[src/core/breaker_pkg.sv]
// Shared constants and types for breaker control and trip-path supervision
package breaker_pkg;
	// Register byte offsets
	localparam logic [7:0] off_ctrl     = 8'h00; // Control and command bits
	localparam logic [7:0] off_status   = 8'h04; // Live state and alarms
	localparam logic [7:0] off_close_dl = 8'h08; // Manual close delay, ticks
	localparam logic [7:0] off_close_pw = 8'h0c; // Close pulse width, ticks
	localparam logic [7:0] off_trip_pw  = 8'h10; // Trip pulse width, ticks
	localparam logic [7:0] off_ready_to = 8'h14; // Breaker-ready timeout, ticks
	localparam logic [7:0] off_sync_to  = 8'h18; // Sync-check timeout, ticks
	localparam logic [7:0] off_blk_time = 8'h1c; // Reclose block time, ticks
	// Control register field positions
	localparam int ctl_src_lo   = 0;  // Position source, two bits
	localparam int ctl_sync_en  = 2;  // Sync supervision enable
	localparam int ctl_ready_en = 3;  // Ready check enable
	localparam int ctl_clr_ui   = 4;  // Lockout cleared by command only
	localparam int ctl_two_in   = 5;  // Two-input monitor variant
	localparam int ctl_close    = 8;  // Write 1: manual close request
	localparam int ctl_trip     = 9;  // Write 1: manual trip request
	localparam int ctl_lo_clr   = 10; // Write 1: lockout reset command
	// Position source encodings
	localparam logic [1:0] src_none = 2'h0;
	localparam logic [1:0] src_cl   = 2'h1;
	localparam logic [1:0] src_op   = 2'h2;
	localparam logic [1:0] src_both = 2'h3;
	// Reset values of settings, in 10 ms ticks
	localparam logic [5:0]  rst_ctrl     = 6'h00;
	localparam logic [15:0] rst_close_dl = 16'h03e8; // 10 s
	localparam logic [15:0] rst_close_pw = 16'h0032; // 0.5 s
	localparam logic [15:0] rst_trip_pw  = 16'h0032; // 0.5 s
	localparam logic [15:0] rst_ready_to = 16'h01f4; // 5 s
	localparam logic [15:0] rst_sync_to  = 16'h01f4; // 5 s
	localparam logic [15:0] rst_blk_time = 16'h01f4; // 5 s
	// Timebase
	localparam int clk_mhz     = 200;
	localparam int tick_ms     = 10;
	localparam int tick_cycles = tick_ms * 1000 * clk_mhz; // 2,000,000
	// Trip-path monitor times
	localparam int dropoff_ms     = 400;
	localparam int pickup_ms      = 50;
	localparam int dropoff_cycles = dropoff_ms * 1000 * clk_mhz;
	localparam int pickup_cycles  = pickup_ms * 1000 * clk_mhz;
	// Monitor inputs carried together
	typedef struct packed {
		logic mon_a; // Monitor input one (follows closed contact in two-input use)
		logic mon_b; // Monitor input two (follows open contact)
	} mon_in_s;
	// Breaker-side contacts
	typedef struct packed {
		logic closed_contact; // breaker_closed_contact
		logic open_contact;   // breaker_open_contact
		logic ready;          // Breaker-ready isolated input
		logic sync_ok;        // Synchronism condition satisfied
	} breaker_in_s;
endpackage

[src/core/trip_path_monitor.sv]
// Trip-path monitor: drop-off delay and power-up pick-up delay
`timescale 1ns/1ps
module trip_path_monitor #(
	parameter int dropoff_n = breaker_pkg::dropoff_cycles,
	parameter int pickup_n  = breaker_pkg::pickup_cycles
) (
	input  wire logic                  clk,
	input  wire logic                  nrst,
	input  wire logic                  two_in,
	input  wire breaker_pkg::mon_in_s  mon,
	output logic                       alarm_contact_open,
	output logic                       fail_ind
);
	logic        energised;  // Any monitored path carries current
	logic [31:0] drop_cnt;   // Counts de-energised time
	logic        ddo_active; // Drop-off timer output
	logic [31:0] pick_cnt;   // Counts failure persistence
	// Two-input variant needs both off to call a failure
	assign energised = two_in ? (mon.mon_a | mon.mon_b) : mon.mon_a;

	// Drop-off timer: sets at once, releases after the full de-energised time
	always_ff @(posedge clk) begin
		if (!nrst) begin
			drop_cnt   <= '0;
			ddo_active <= 1'b0;
		end else if (energised) begin
			drop_cnt   <= '0;
			ddo_active <= 1'b1;
		end else if (ddo_active) begin
			if (drop_cnt == 32'(dropoff_n - 1)) begin
				ddo_active <= 1'b0;
			end else begin
				drop_cnt <= drop_cnt + 32'h1;
			end
		end
	end

	// Normally closed contact opens while healthy
	always_ff @(posedge clk) begin
		if (!nrst) alarm_contact_open <= 1'b0;
		else alarm_contact_open <= ddo_active;
	end

	// Pick-up delay hides the failure while powering up
	always_ff @(posedge clk) begin
		if (!nrst) begin
			pick_cnt <= '0;
			fail_ind <= 1'b0;
		end else if (ddo_active) begin
			pick_cnt <= '0;
			fail_ind <= 1'b0;
		end else if (pick_cnt == 32'(pickup_n - 1)) begin
			fail_ind <= 1'b1;
		end else begin
			pick_cnt <= pick_cnt + 32'h1;
		end
	end
endmodule

[src/core/breaker_control.sv]
// Breaker control with AHB-Lite register access and trip-path monitor
//
// Decided for this implementation: the address map and the AHB-Lite interface to the registers.
`timescale 1ns/1ps
module breaker_control #(
	parameter int tick_n    = breaker_pkg::tick_cycles,
	parameter int dropoff_n = breaker_pkg::dropoff_cycles,
	parameter int pickup_n  = breaker_pkg::pickup_cycles
) (
	input  wire logic                     clk,
	input  wire logic                     nrst,
	input  wire logic                     hsel,
	input  wire logic [31:0]              haddr,
	input  wire logic [1:0]               htrans,
	input  wire logic                     hwrite,
	input  wire logic [2:0]               hsize,
	input  wire logic [31:0]              hwdata,
	input  wire logic                     hready,
	output logic [31:0]                   hrdata,
	output logic                          hreadyout,
	output logic                          hresp,
	input  wire breaker_pkg::breaker_in_s brk,
	input  wire breaker_pkg::mon_in_s     mon,
	input  wire logic                     prot_trip,
	input  wire logic                     ext_lockout,
	input  wire logic                     auto_close_req,
	output logic                          trip_coil,
	output logic                          close_coil,
	output logic                          lockout,
	output logic                          lockout_alarm,
	output logic                          open_failure_alarm,
	output logic                          shut_failure_alarm,
	output logic                          reclose_block,
	output logic                          tp_alarm_contact_open,
	output logic                          tp_fail_ind
);
	typedef enum logic [2:0] {st_idle, st_delay, st_wait, st_close, st_trip} ctl_e;
	ctl_e        state;       // Command sequencer state
	logic [5:0]  ctrl;        // Settings bits
	logic [15:0] close_dl;    // Manual close delay
	logic [15:0] close_pw;    // Close pulse width
	logic [15:0] trip_pw;     // Trip pulse width
	logic [15:0] ready_to;    // Ready timeout
	logic [15:0] sync_to;     // Sync timeout
	logic [15:0] blk_time;    // Reclose block time
	logic [15:0] tcnt;        // Sequencer tick count
	logic [15:0] wcnt;        // Ready/sync wait tick count
	logic [15:0] bcnt;        // Reclose block tick count
	logic [31:0] div;         // Tick divider
	logic        tick;        // One pulse per 10 ms
	logic        wr_ph;       // Pending write data phase
	logic [7:0]  wr_addr;     // Latched write address
	logic        is_closed;   // Decoded breaker position
	logic        is_open;
	logic        pos_known;   // Position source not none
	logic        close_cmd;   // Close command strobe from software
	logic        trip_cmd;    // Trip command strobe
	logic        clr_cmd;     // Lockout reset command strobe
	logic        fail_close;  // Checks failed this cycle

	// Position decode per selected source; with both selected the contacts must agree
	function automatic logic [1:0] decode_pos(input logic [1:0] src, input logic c,
		input logic o);
		case (src)
			breaker_pkg::src_cl:   decode_pos = {c, !c};
			breaker_pkg::src_op:   decode_pos = {!o, o};
			breaker_pkg::src_both: decode_pos = {c & !o, o & !c};
			default:               decode_pos = 2'b00;
		endcase
	endfunction
	assign {is_closed, is_open} = decode_pos(ctrl[1:0], brk.closed_contact, brk.open_contact);
	assign pos_known = ctrl[1:0] != breaker_pkg::src_none;

	// Tick divider; long intervals count 10 ms ticks
	always_ff @(posedge clk) begin
		if (!nrst || div == 32'(tick_n - 1)) div <= '0;
		else div <= div + 32'h1;
	end
	assign tick = div == 32'(tick_n - 1);

	// Bus slave: zero wait states, latch write address for data phase
	always_ff @(posedge clk) begin
		if (!nrst) begin
			wr_ph   <= 1'b0;
			wr_addr <= '0;
		end else if (hready) begin
			wr_ph   <= hsel & htrans[1] & hwrite;
			wr_addr <= haddr[7:0];
		end
	end
	assign close_cmd = wr_ph && wr_addr == breaker_pkg::off_ctrl && hwdata[breaker_pkg::ctl_close];
	assign trip_cmd  = wr_ph && wr_addr == breaker_pkg::off_ctrl && hwdata[breaker_pkg::ctl_trip];
	assign clr_cmd   = wr_ph && wr_addr == breaker_pkg::off_ctrl
		&& hwdata[breaker_pkg::ctl_lo_clr];

	// Settings registers
	always_ff @(posedge clk) begin
		if (!nrst) begin
			ctrl     <= breaker_pkg::rst_ctrl;
			close_dl <= breaker_pkg::rst_close_dl;
			close_pw <= breaker_pkg::rst_close_pw;
			trip_pw  <= breaker_pkg::rst_trip_pw;
			ready_to <= breaker_pkg::rst_ready_to;
			sync_to  <= breaker_pkg::rst_sync_to;
			blk_time <= breaker_pkg::rst_blk_time;
		end else if (wr_ph) begin
			case (wr_addr)
				breaker_pkg::off_ctrl:     ctrl     <= hwdata[5:0];
				breaker_pkg::off_close_dl: close_dl <= hwdata[15:0];
				breaker_pkg::off_close_pw: close_pw <= hwdata[15:0];
				breaker_pkg::off_trip_pw:  trip_pw  <= hwdata[15:0];
				breaker_pkg::off_ready_to: ready_to <= hwdata[15:0];
				breaker_pkg::off_sync_to:  sync_to  <= hwdata[15:0];
				breaker_pkg::off_blk_time: blk_time <= hwdata[15:0];
				default: ;
			endcase
		end
	end

	// Read data, registered; unmapped reads give zero
	always_ff @(posedge clk) begin
		if (!nrst) begin
			hrdata <= '0;
		end else if (hready && hsel && htrans[1] && !hwrite) begin
			case (haddr[7:0])
				breaker_pkg::off_ctrl:     hrdata <= {26'h0, ctrl};
				breaker_pkg::off_status:   hrdata <= {22'h0, tp_fail_ind, reclose_block,
					shut_failure_alarm, open_failure_alarm, lockout_alarm, lockout,
					close_coil, trip_coil, is_open, is_closed};
				breaker_pkg::off_close_dl: hrdata <= {16'h0, close_dl};
				breaker_pkg::off_close_pw: hrdata <= {16'h0, close_pw};
				breaker_pkg::off_trip_pw:  hrdata <= {16'h0, trip_pw};
				breaker_pkg::off_ready_to: hrdata <= {16'h0, ready_to};
				breaker_pkg::off_sync_to:  hrdata <= {16'h0, sync_to};
				breaker_pkg::off_blk_time: hrdata <= {16'h0, blk_time};
				default:                   hrdata <= '0;
			endcase
		end
	end

	// Ready once out of reset, always OKAY
	always_ff @(posedge clk) begin
		if (!nrst) begin
			hreadyout <= 1'b0;
			hresp     <= 1'b0;
		end else begin
			hreadyout <= 1'b1;
			hresp     <= 1'b0;
		end
	end

	// Manual windows failed: only manual closes use these timers
	assign fail_close = state == st_wait && tick &&
		((ctrl[breaker_pkg::ctl_sync_en] && !brk.sync_ok && wcnt >= sync_to) ||
		 (ctrl[breaker_pkg::ctl_ready_en] && !brk.ready && wcnt >= ready_to));

	// Command sequencer
	always_ff @(posedge clk) begin
		if (!nrst) begin
			state      <= st_idle;
			tcnt       <= '0;
			wcnt       <= '0;
			trip_coil  <= 1'b0;
			close_coil <= 1'b0;
		end else if (prot_trip && state != st_trip) begin
			state      <= st_idle;
			close_coil <= 1'b0;
		end else begin
			case (state)
				st_idle: begin
					tcnt <= '0;
					wcnt <= '0;
					if (trip_cmd && pos_known && is_closed) begin
						state     <= st_trip;
						trip_coil <= 1'b1;
					end else if (close_cmd && pos_known && is_open && !lockout) begin
						state <= st_delay;
					end else if (auto_close_req && pos_known && is_open && !lockout) begin
						state      <= st_close;
						close_coil <= 1'b1;
					end
				end
				st_delay: begin
					if (tick) tcnt <= tcnt + 16'h1;
					// Ends only on a tick, so the delay never falls short of its setting
					if (tick && tcnt >= close_dl) begin
						state <= st_wait;
						tcnt  <= '0;
					end
				end
				st_wait: begin
					if (tick) wcnt <= wcnt + 16'h1;
					if (fail_close || lockout) begin
						state <= st_idle;
					end else if ((!ctrl[breaker_pkg::ctl_sync_en] || brk.sync_ok) &&
						(!ctrl[breaker_pkg::ctl_ready_en] || brk.ready)) begin
						state      <= st_close;
						close_coil <= 1'b1;
					end
				end
				st_close: begin
					if (tick) tcnt <= tcnt + 16'h1;
					if (ctrl[breaker_pkg::ctl_sync_en] && !brk.sync_ok) close_coil <= 1'b0;
					if (tick && tcnt >= close_pw) begin
						state      <= st_idle;
						close_coil <= 1'b0;
					end
				end
				st_trip: begin
					if (tick) tcnt <= tcnt + 16'h1;
					if (tick && tcnt >= trip_pw) begin
						state     <= st_idle;
						trip_coil <= 1'b0;
					end
				end
				default: state <= st_idle;
			endcase
		end
	end

	// Failure alarms at the last edge of the pulse; cleared only by lockout reset
	always_ff @(posedge clk) begin
		if (!nrst) begin
			open_failure_alarm <= 1'b0;
			shut_failure_alarm <= 1'b0;
		end else begin
			if (state == st_trip && tick && tcnt >= trip_pw && !is_open)
				open_failure_alarm <= 1'b1;
			else if (clr_cmd) open_failure_alarm <= 1'b0;
			if (state == st_close && tick && tcnt >= close_pw && !is_closed)
				shut_failure_alarm <= 1'b1;
			else if (clr_cmd) shut_failure_alarm <= 1'b0;
		end
	end

	// Lockout: set wins over clear; reset by command or by closing
	always_ff @(posedge clk) begin
		if (!nrst) begin
			lockout       <= 1'b0;
			lockout_alarm <= 1'b0;
		end else if (fail_close || ext_lockout) begin
			lockout       <= 1'b1;
			lockout_alarm <= 1'b1;
		end else if (clr_cmd || (!ctrl[breaker_pkg::ctl_clr_ui] && is_closed && close_coil)) begin
			lockout       <= 1'b0;
			lockout_alarm <= 1'b0;
		end
	end

	// Autoreclose block after every close pulse, manual or automatic
	always_ff @(posedge clk) begin
		if (!nrst) begin
			bcnt          <= '0;
			reclose_block <= 1'b0;
		end else if (state == st_close && close_coil) begin
			bcnt          <= '0;
			reclose_block <= 1'b1;
		end else if (reclose_block && tick) begin
			if (bcnt >= blk_time) reclose_block <= 1'b0;
			else bcnt <= bcnt + 16'h1;
		end
	end

	trip_path_monitor #(.dropoff_n(dropoff_n), .pickup_n(pickup_n)) u_tpm (
		.clk                (clk),
		.nrst               (nrst),
		.two_in             (ctrl[breaker_pkg::ctl_two_in]),
		.mon                (mon),
		.alarm_contact_open (tp_alarm_contact_open),
		.fail_ind           (tp_fail_ind)
	);
endmodule

[config.mk]
export PLATFORM = sky130hd
export DESIGN_NAME = breaker_control
export DESIGN_NICKNAME = d
export VERILOG_FILES = /design/src/core/breaker_pkg.sv /design/src/core/trip_path_monitor.sv /design/src/core/breaker_control.sv
export SDC_FILE = /design/constraint.sdc
export NUM_CORES = 1
export LEC_CHECK = 0
export BUFFER_PORTS_ARGS = -buffer_cell sky130_fd_sc_hd__buf_2
export CORE_MARGIN = 2
export CORE_UTILIZATION = 55
export DETAILED_ROUTE_END_ITERATION = 6
export PLACE_DENSITY_LB_ADDON = 0.05
export SYNTH_ARGS = -nofsm -noshare
export SYNTH_HDL_FRONTEND = slang
export SYNTH_SLANG_ARGS = --single-unit
[constraint.sdc]
create_clock -name clk -period 3.5 [get_ports clk]
set_input_delay 0.875 -clock clk [delete_from_list [all_inputs] [get_ports clk]]
set_output_delay 0.875 -clock clk [all_outputs]
set_load 0.005 [all_outputs]
Word level (Yosys, flattened, before mapping)
Cells that the tools add are included.
{"block": "totals", "register_bits": 300, "out_inout_bits": 43, "in_bits": 83, "word_cells": 213}
{"block": "op_classes", "add_sub_neg": 6, "order_cmp": 6, "eq_ne": 37, "n_reduce_logical": 88, "n_mux": 40, "n_bitwise": 9}
{"op": "$pmux 16 s8", "n": 1}
{"op": "$add 32x1->32 const B", "n": 3}
{"op": "$ge 16x16->1", "n": 6}
{"op": "$eq 8x5->1 const B", "n": 8}
{"op": "$add 16x1->16 const B", "n": 3}
{"op": "$mux 16", "n": 3}
{"op": "$pmux 16 s3", "n": 1}
{"op": "$logic_and 1x1->1", "n": 36}
{"op": "$eq 32x21->1 const B", "n": 1}
{"op": "$eq 32x24->1 const B", "n": 1}
{"op": "$eq 32x27->1 const B", "n": 1}
{"op": "$eq 8x4->1 const B", "n": 4}
{"op": "$pmux 16 s2", "n": 1}
{"op": "$mux 3", "n": 8}
{"op": "$mux 1", "n": 22}
{"op": "$reduce_and 2->1", "n": 11}
{"op": "$ne 2x2->1 const B", "n": 9}
{"op": "$logic_not 8->1", "n": 2}
{"op": "$reduce_bool 2->1", "n": 8}
{"op": "$pmux 3 s5", "n": 1}
{"op": "$logic_not 1->1", "n": 12}
{"op": "$reduce_or 2->1", "n": 5}
{"op": "$eq 8x3->1 const B", "n": 1}
{"op": "$logic_or 1x1->1", "n": 7}
{"op": "21 further kinds", "n": 31}

Longest topological paths before layout
{"block": "logic_depth", "depth_word": 9, "ltp_mapped": 12, "mapped_depth_nobuf": 10}

Hierarchy
A second synthesis with hierarchy kept.
{"block": "unflattened", "hier_cells": 1784, "area_unflattened_um2": 15189.6}
{"mod": "breaker_control", "cells_each": 1401, "seq_area_each_um2": 4344.2, "n_inst": 1, "area_each_um2": 12019.0}
{"mod": "trip_path_monitor", "cells_each": 383, "seq_area_each_um2": 1341.3, "n_inst": 1, "area_each_um2": 3170.5}

Worst setup path after synthesis
Ideal clock, no wire load.
{"block": "synth_timing", "path_type": "reg-to-reg", "start": "reg div[11]", "end": "reg wcnt[10]", "setup_time_ns": 0.125, "t_required_ns": 3.375, "period_less_slack_ns": 2.990, "arrival_ns": 2.865, "path_buffers": 1, "setup_slack_ns": 0.510, "stages_incl_launch_ff": 10, "path_cell_list": "dfxtp_1 -> or4_1 -> or4_4 -> or3_4 -> a2111oi_4 -> and2_1 -> buf_4 -> and4_1 -> xnor2_1 -> nor2_2"}
{"block": "synth_between", "elab_chain_len": 3}
{"element": "start, declared", "line": "breaker_control.sv:49", "text": "logic [31:0] div;"}
{"element": "start signal, assigned", "line": "breaker_control.sv:77", "text": "else div <= div + 32'h1;"}
{"element": "$eq 32x21->1", "line": "breaker_control.sv:79", "text": "assign tick = div == 32'(tick_n - 1);"}
{"element": "$ne 2x2->1 (no line)"}
{"element": "$reduce_and 3->1 (no line)"}
{"element": "end signal, assigned", "line": "breaker_control.sv:192", "text": "if (tick) wcnt <= wcnt + 16'h1;"}
{"element": "end, declared", "line": "breaker_control.sv:47", "text": "logic [15:0] wcnt;"}
No other way between the ends.
A chain may end at the register's enable or synchronous reset.

Worst setup path in the final report
{"block": "layout_timing", "start": "reg div[14]", "end": "reg wcnt[10]"}
The elaborated chain is that of the path after synthesis.

==> results_dict.tcl <==
set metrics [dict create \
    outcome "finished, final reports clean" \
    postLayoutCoreUtil_pct 62.8 \
    rows 60 \
    timing_worst_setup_path_type "reg -> reg" \
    finalHoldViolCount 0 \
    maximum_fanout_along_the_worst_path 6 \
    grt_first_pass_wirelength_um 62400 \
    cts_buffer_depth 3 \
    via_count_of_the_first_global_routing_pass 11798 \
    synth_top_family_by_area "simple AND/OR/NAND/NOR gates" \
    critical_path_cell_list "or4b_1 -> or4_4 -> or3_4 -> a2111oi_4 -> buf_4 -> and2_1 -> and4_1 -> xnor2_1 -> nor2_2" \
    dpl_cell_area_mm2 0.0156 \
    worst_setup_startpoint "div[14]" \
    numClockSinks 284 \
    mostFrequentLayoutCells "284 x dfxtp_1, 182 x nor2_1, 173 x nand2_1" \
    r2r_slack_ps 270 \
    synth_edf_count 0 \
    dp_hpwl_um 28100 \
    coreArea_mm2 0.0268 \
    power.static_leakage_nw 6.55 \
    io_buffers 64 \
    layout_worst_path_cycle_share_pct 92.1 \
    cp.arrival_ps 3620 \
    min_path_cells 1 \
    final_nets 2011 \
    final-max-slew-violation-count 0 \
    path_buf_inv 1 \
    io_pins 126 \
    h-tree-depth 2 \
    grtUsageTotal_pct 27.3 \
    grt_antenna_before_repair 1 \
    reg2reg_to "wcnt[10]" \
    fmaxAchievable_mhz 310 \
    total_vias_in_the_final_route 12588 \
    fin_worst_skew_ps 14.0 \
    synthesis.instances 1760 \
    synth-compound-area-share_pct 14.9 \
    final-seq-area_mm2 0.00569 \
    drt_first_pass_iters 5 \
    route.final.wire_length_um 38700 \
    area_occupied_by_multi_input_gates_mm2 0.00848 \
    antenna_cells 0 \
    synth-seq-cells 284 \
    finish.instance_area_mm2 0.0168 \
    ir_drop_uv 365 \
    dieHeight_um 169 \
    post_route_cells_drive_above_1_share_pct 9.51 \
    syn-cell-area_mm2 0.0149 \
    layout-area-overhead-vs-synth_pct 12.9 \
    cts_tree "yes" \
    relSlewSlack_pct 27.1 \
    holdPathEnd "div[0]" \
    fp.dieW_um 169 \
    power-per-cell-area_mw_per_mm2 428 \
    final_antenna_net_count 0 \
    final.setup.tns_ps 0 \
    crit_path_top_delay_cell "or4_4" \
    cts_inserted_buffers 35 \
    crit_family "simple AND/OR/NAND/NOR gates" \
    detailedRoute.firstIterationViolations 895 \
    overflow 0 \
    timing.critical_path.required_ps 3900 \
    final_common_cell "dfxtp_1" \
    yosys.area_share.xor_xnor_pct 6.29 \
    postSynth.asyncResetShare_pct 0 \
    holdBufCountCts 0 \
    cts.clk_slew.worst_paths_ps 60 \
    classification_of_the_worst_slack_hold_path "reg -> reg" \
    report.final.setup_viol 0 \
    synth.avg_cell_area_um2 8.47 \
    worst_r2r_startpoint "div[14]" \
    detail_route.drc_violations 0 \
    grt_start_max_net_pins 66 \
    dominantRegCellSynth "dfxtp_1" \
    clk_latency_ps 510 \
    startpoint_type "flip-flop" \
    rr_worst_depth 9 \
    yosys.area_share.adder_pct 8.57 \
    clock-root-buffer "clkbuf_16" \
    timing_worst_slew_pin_value_ps 1090 \
    synth_seq_area_share_pct 38.2 \
    layout.filler_cells 2366 \
    max_cap_violation_count 0 \
    synthDistinctLibCells 69 \
    rsz_0062_raised_after_global_routing "no" \
    gp_congestion 0.865 \
    synth-simple-area-share_pct 22.6 \
    synth.area.mux_share_pct 3.90 \
    cts-resized-gates 0 \
    slowest_delay_ps 570 \
    cts.repair_timing.setup_buffer_count 0 \
    wl_per_cell_um 17.7 \
    die_area_mm2 0.0284 \
    synthesis.yosys.warnings 0 \
    timing.hold.worst.start "div[0]" \
    layout_min_cycle_time_ps 3230 \
    vias_per_cell 5.75 \
    worstSetupEndpointType "flip-flop" \
    initial_utilization_pct 55.6 \
]
cell type report:
class | count | area share (%)
well taps | 341 | 2.54
flip-flops and latches | 284 | 33.8
clock buffers | 51 | 6.35
repair buffers | 96 | 3.42
multi-input cells | 1288 | 50.4
inverters | 121 | 2.70
clock inverters | 10 | 0.781
state kept, by name, indices dropped and copies added (netlist names), 3 cells and up:
register / count
ctrl: 6
wr_addr: 8
hrdata: 16
u_tpm.pick_cnt: 32
ready_to: 16
u_tpm.drop_cnt: 32
trip_pw: 16
blk_time: 16
bcnt: 16
sync_to: 16
close_pw: 16
div: 32
close_dl: 16
wcnt: 16
state: 3
tcnt: 16
how the worst max path moves through the flow:
stage | end | depth (start not counted)
finish | wcnt[10] | 9
global route | state[0] | 9
CTS | wcnt[10] | 9
detailed placement | wcnt[10] | 9
global placement | wcnt[10] | 9
floorplan | wcnt[10] | 9
worst reg2reg max path, stage by stage, from the launching register on:
cell       delay (ps)
dfxtp_1           350
or4b_1            540
or4_4             570
or3_4             370
a2111oi_4         340
buf_4             220
and2_1            300
and4_1            250
xnor2_1           130
nor2_2             40
through the flow:
stage	power, mW	hold WS, ps	setup WS [ps]	instances
2_1_floorplan	3.48	426	510	1776
3_3_place_gp	3.57	444	315	2130
3_5_place_dp	3.57	456	295	2130
4_1_cts	7.28	469	268	2191
5_1_grt	7.42	502	101	2191
6_report	7.20	468	275	2191
kinds of logic (layout without fill, tap and decap cells):
kind of cell | after synthesis | in the layout
xor+xnor | 107 | 107
simple gates | 679 | 679
other cells | 1 | 17
buf+inv | 204 | 278
flops | 284 | 284
compound gates | 325 | 325
fa+ha+maj | 102 | 102
mux | 58 | 58
cells in the mapped netlist, types with 4 or more instances:
cell / n / area (um^2)
xnor2_1: 32 / 280
and4_1: 7 / 61.3
o41ai_1: 5 / 43.8
dfxtp_1: 284 / 5690
a21o_1: 10 / 75.1
nand4b_1: 4 / 35.0
o21ai_0: 57 / 285
nor3_1: 34 / 170
and2_1: 15 / 93.8
a21oi_1: 85 / 425
buf_4: 19 / 143
a22o_1: 16 / 140
and3_1: 21 / 131
nor4_1: 8 / 50.1
a22oi_1: 5 / 37.5
or3_1: 13 / 81.3
nand2b_1: 12 / 75.1
nor3b_1: 4 / 30.0
nand3_1: 55 / 275
a21boi_0: 22 / 165
a222oi_1: 5 / 50.1
a211oi_1: 14 / 105
a221oi_1: 24 / 210
o211ai_1: 31 / 233
a31oi_1: 16 / 100
mux2i_1: 58 / 581
xor2_1: 75 / 657
nor2_1: 183 / 687
nand2_1: 173 / 649
o31ai_1: 9 / 67.6
nand4_1: 42 / 263
nor4b_1: 8 / 70.1
clkbuf_1: 61 / 229
inv_1: 121 / 454
ha_1: 102 / 1280
or4_1: 13 / 97.6
nor2b_1: 68 / 425
routing by layer:
layer	GRT usage (%)	vias to the layer above	part of all wire [%]
li1	-	6281	-
met1	36.4	5893	46
met2	46.2	336	46
met3	3.41	76	4.9
met4	8.47	2	3.1
met5	0	-	0.034
report_power, final:
group,leakage (nW),internal [mW],switching (mW)
logic,3.66,0.0812,0.142
registers,2.29,3.26,0.0217
clock network,0.593,2.33,1.37
total,6.55,5.67,1.53
(Power assumes the default switching activity.)
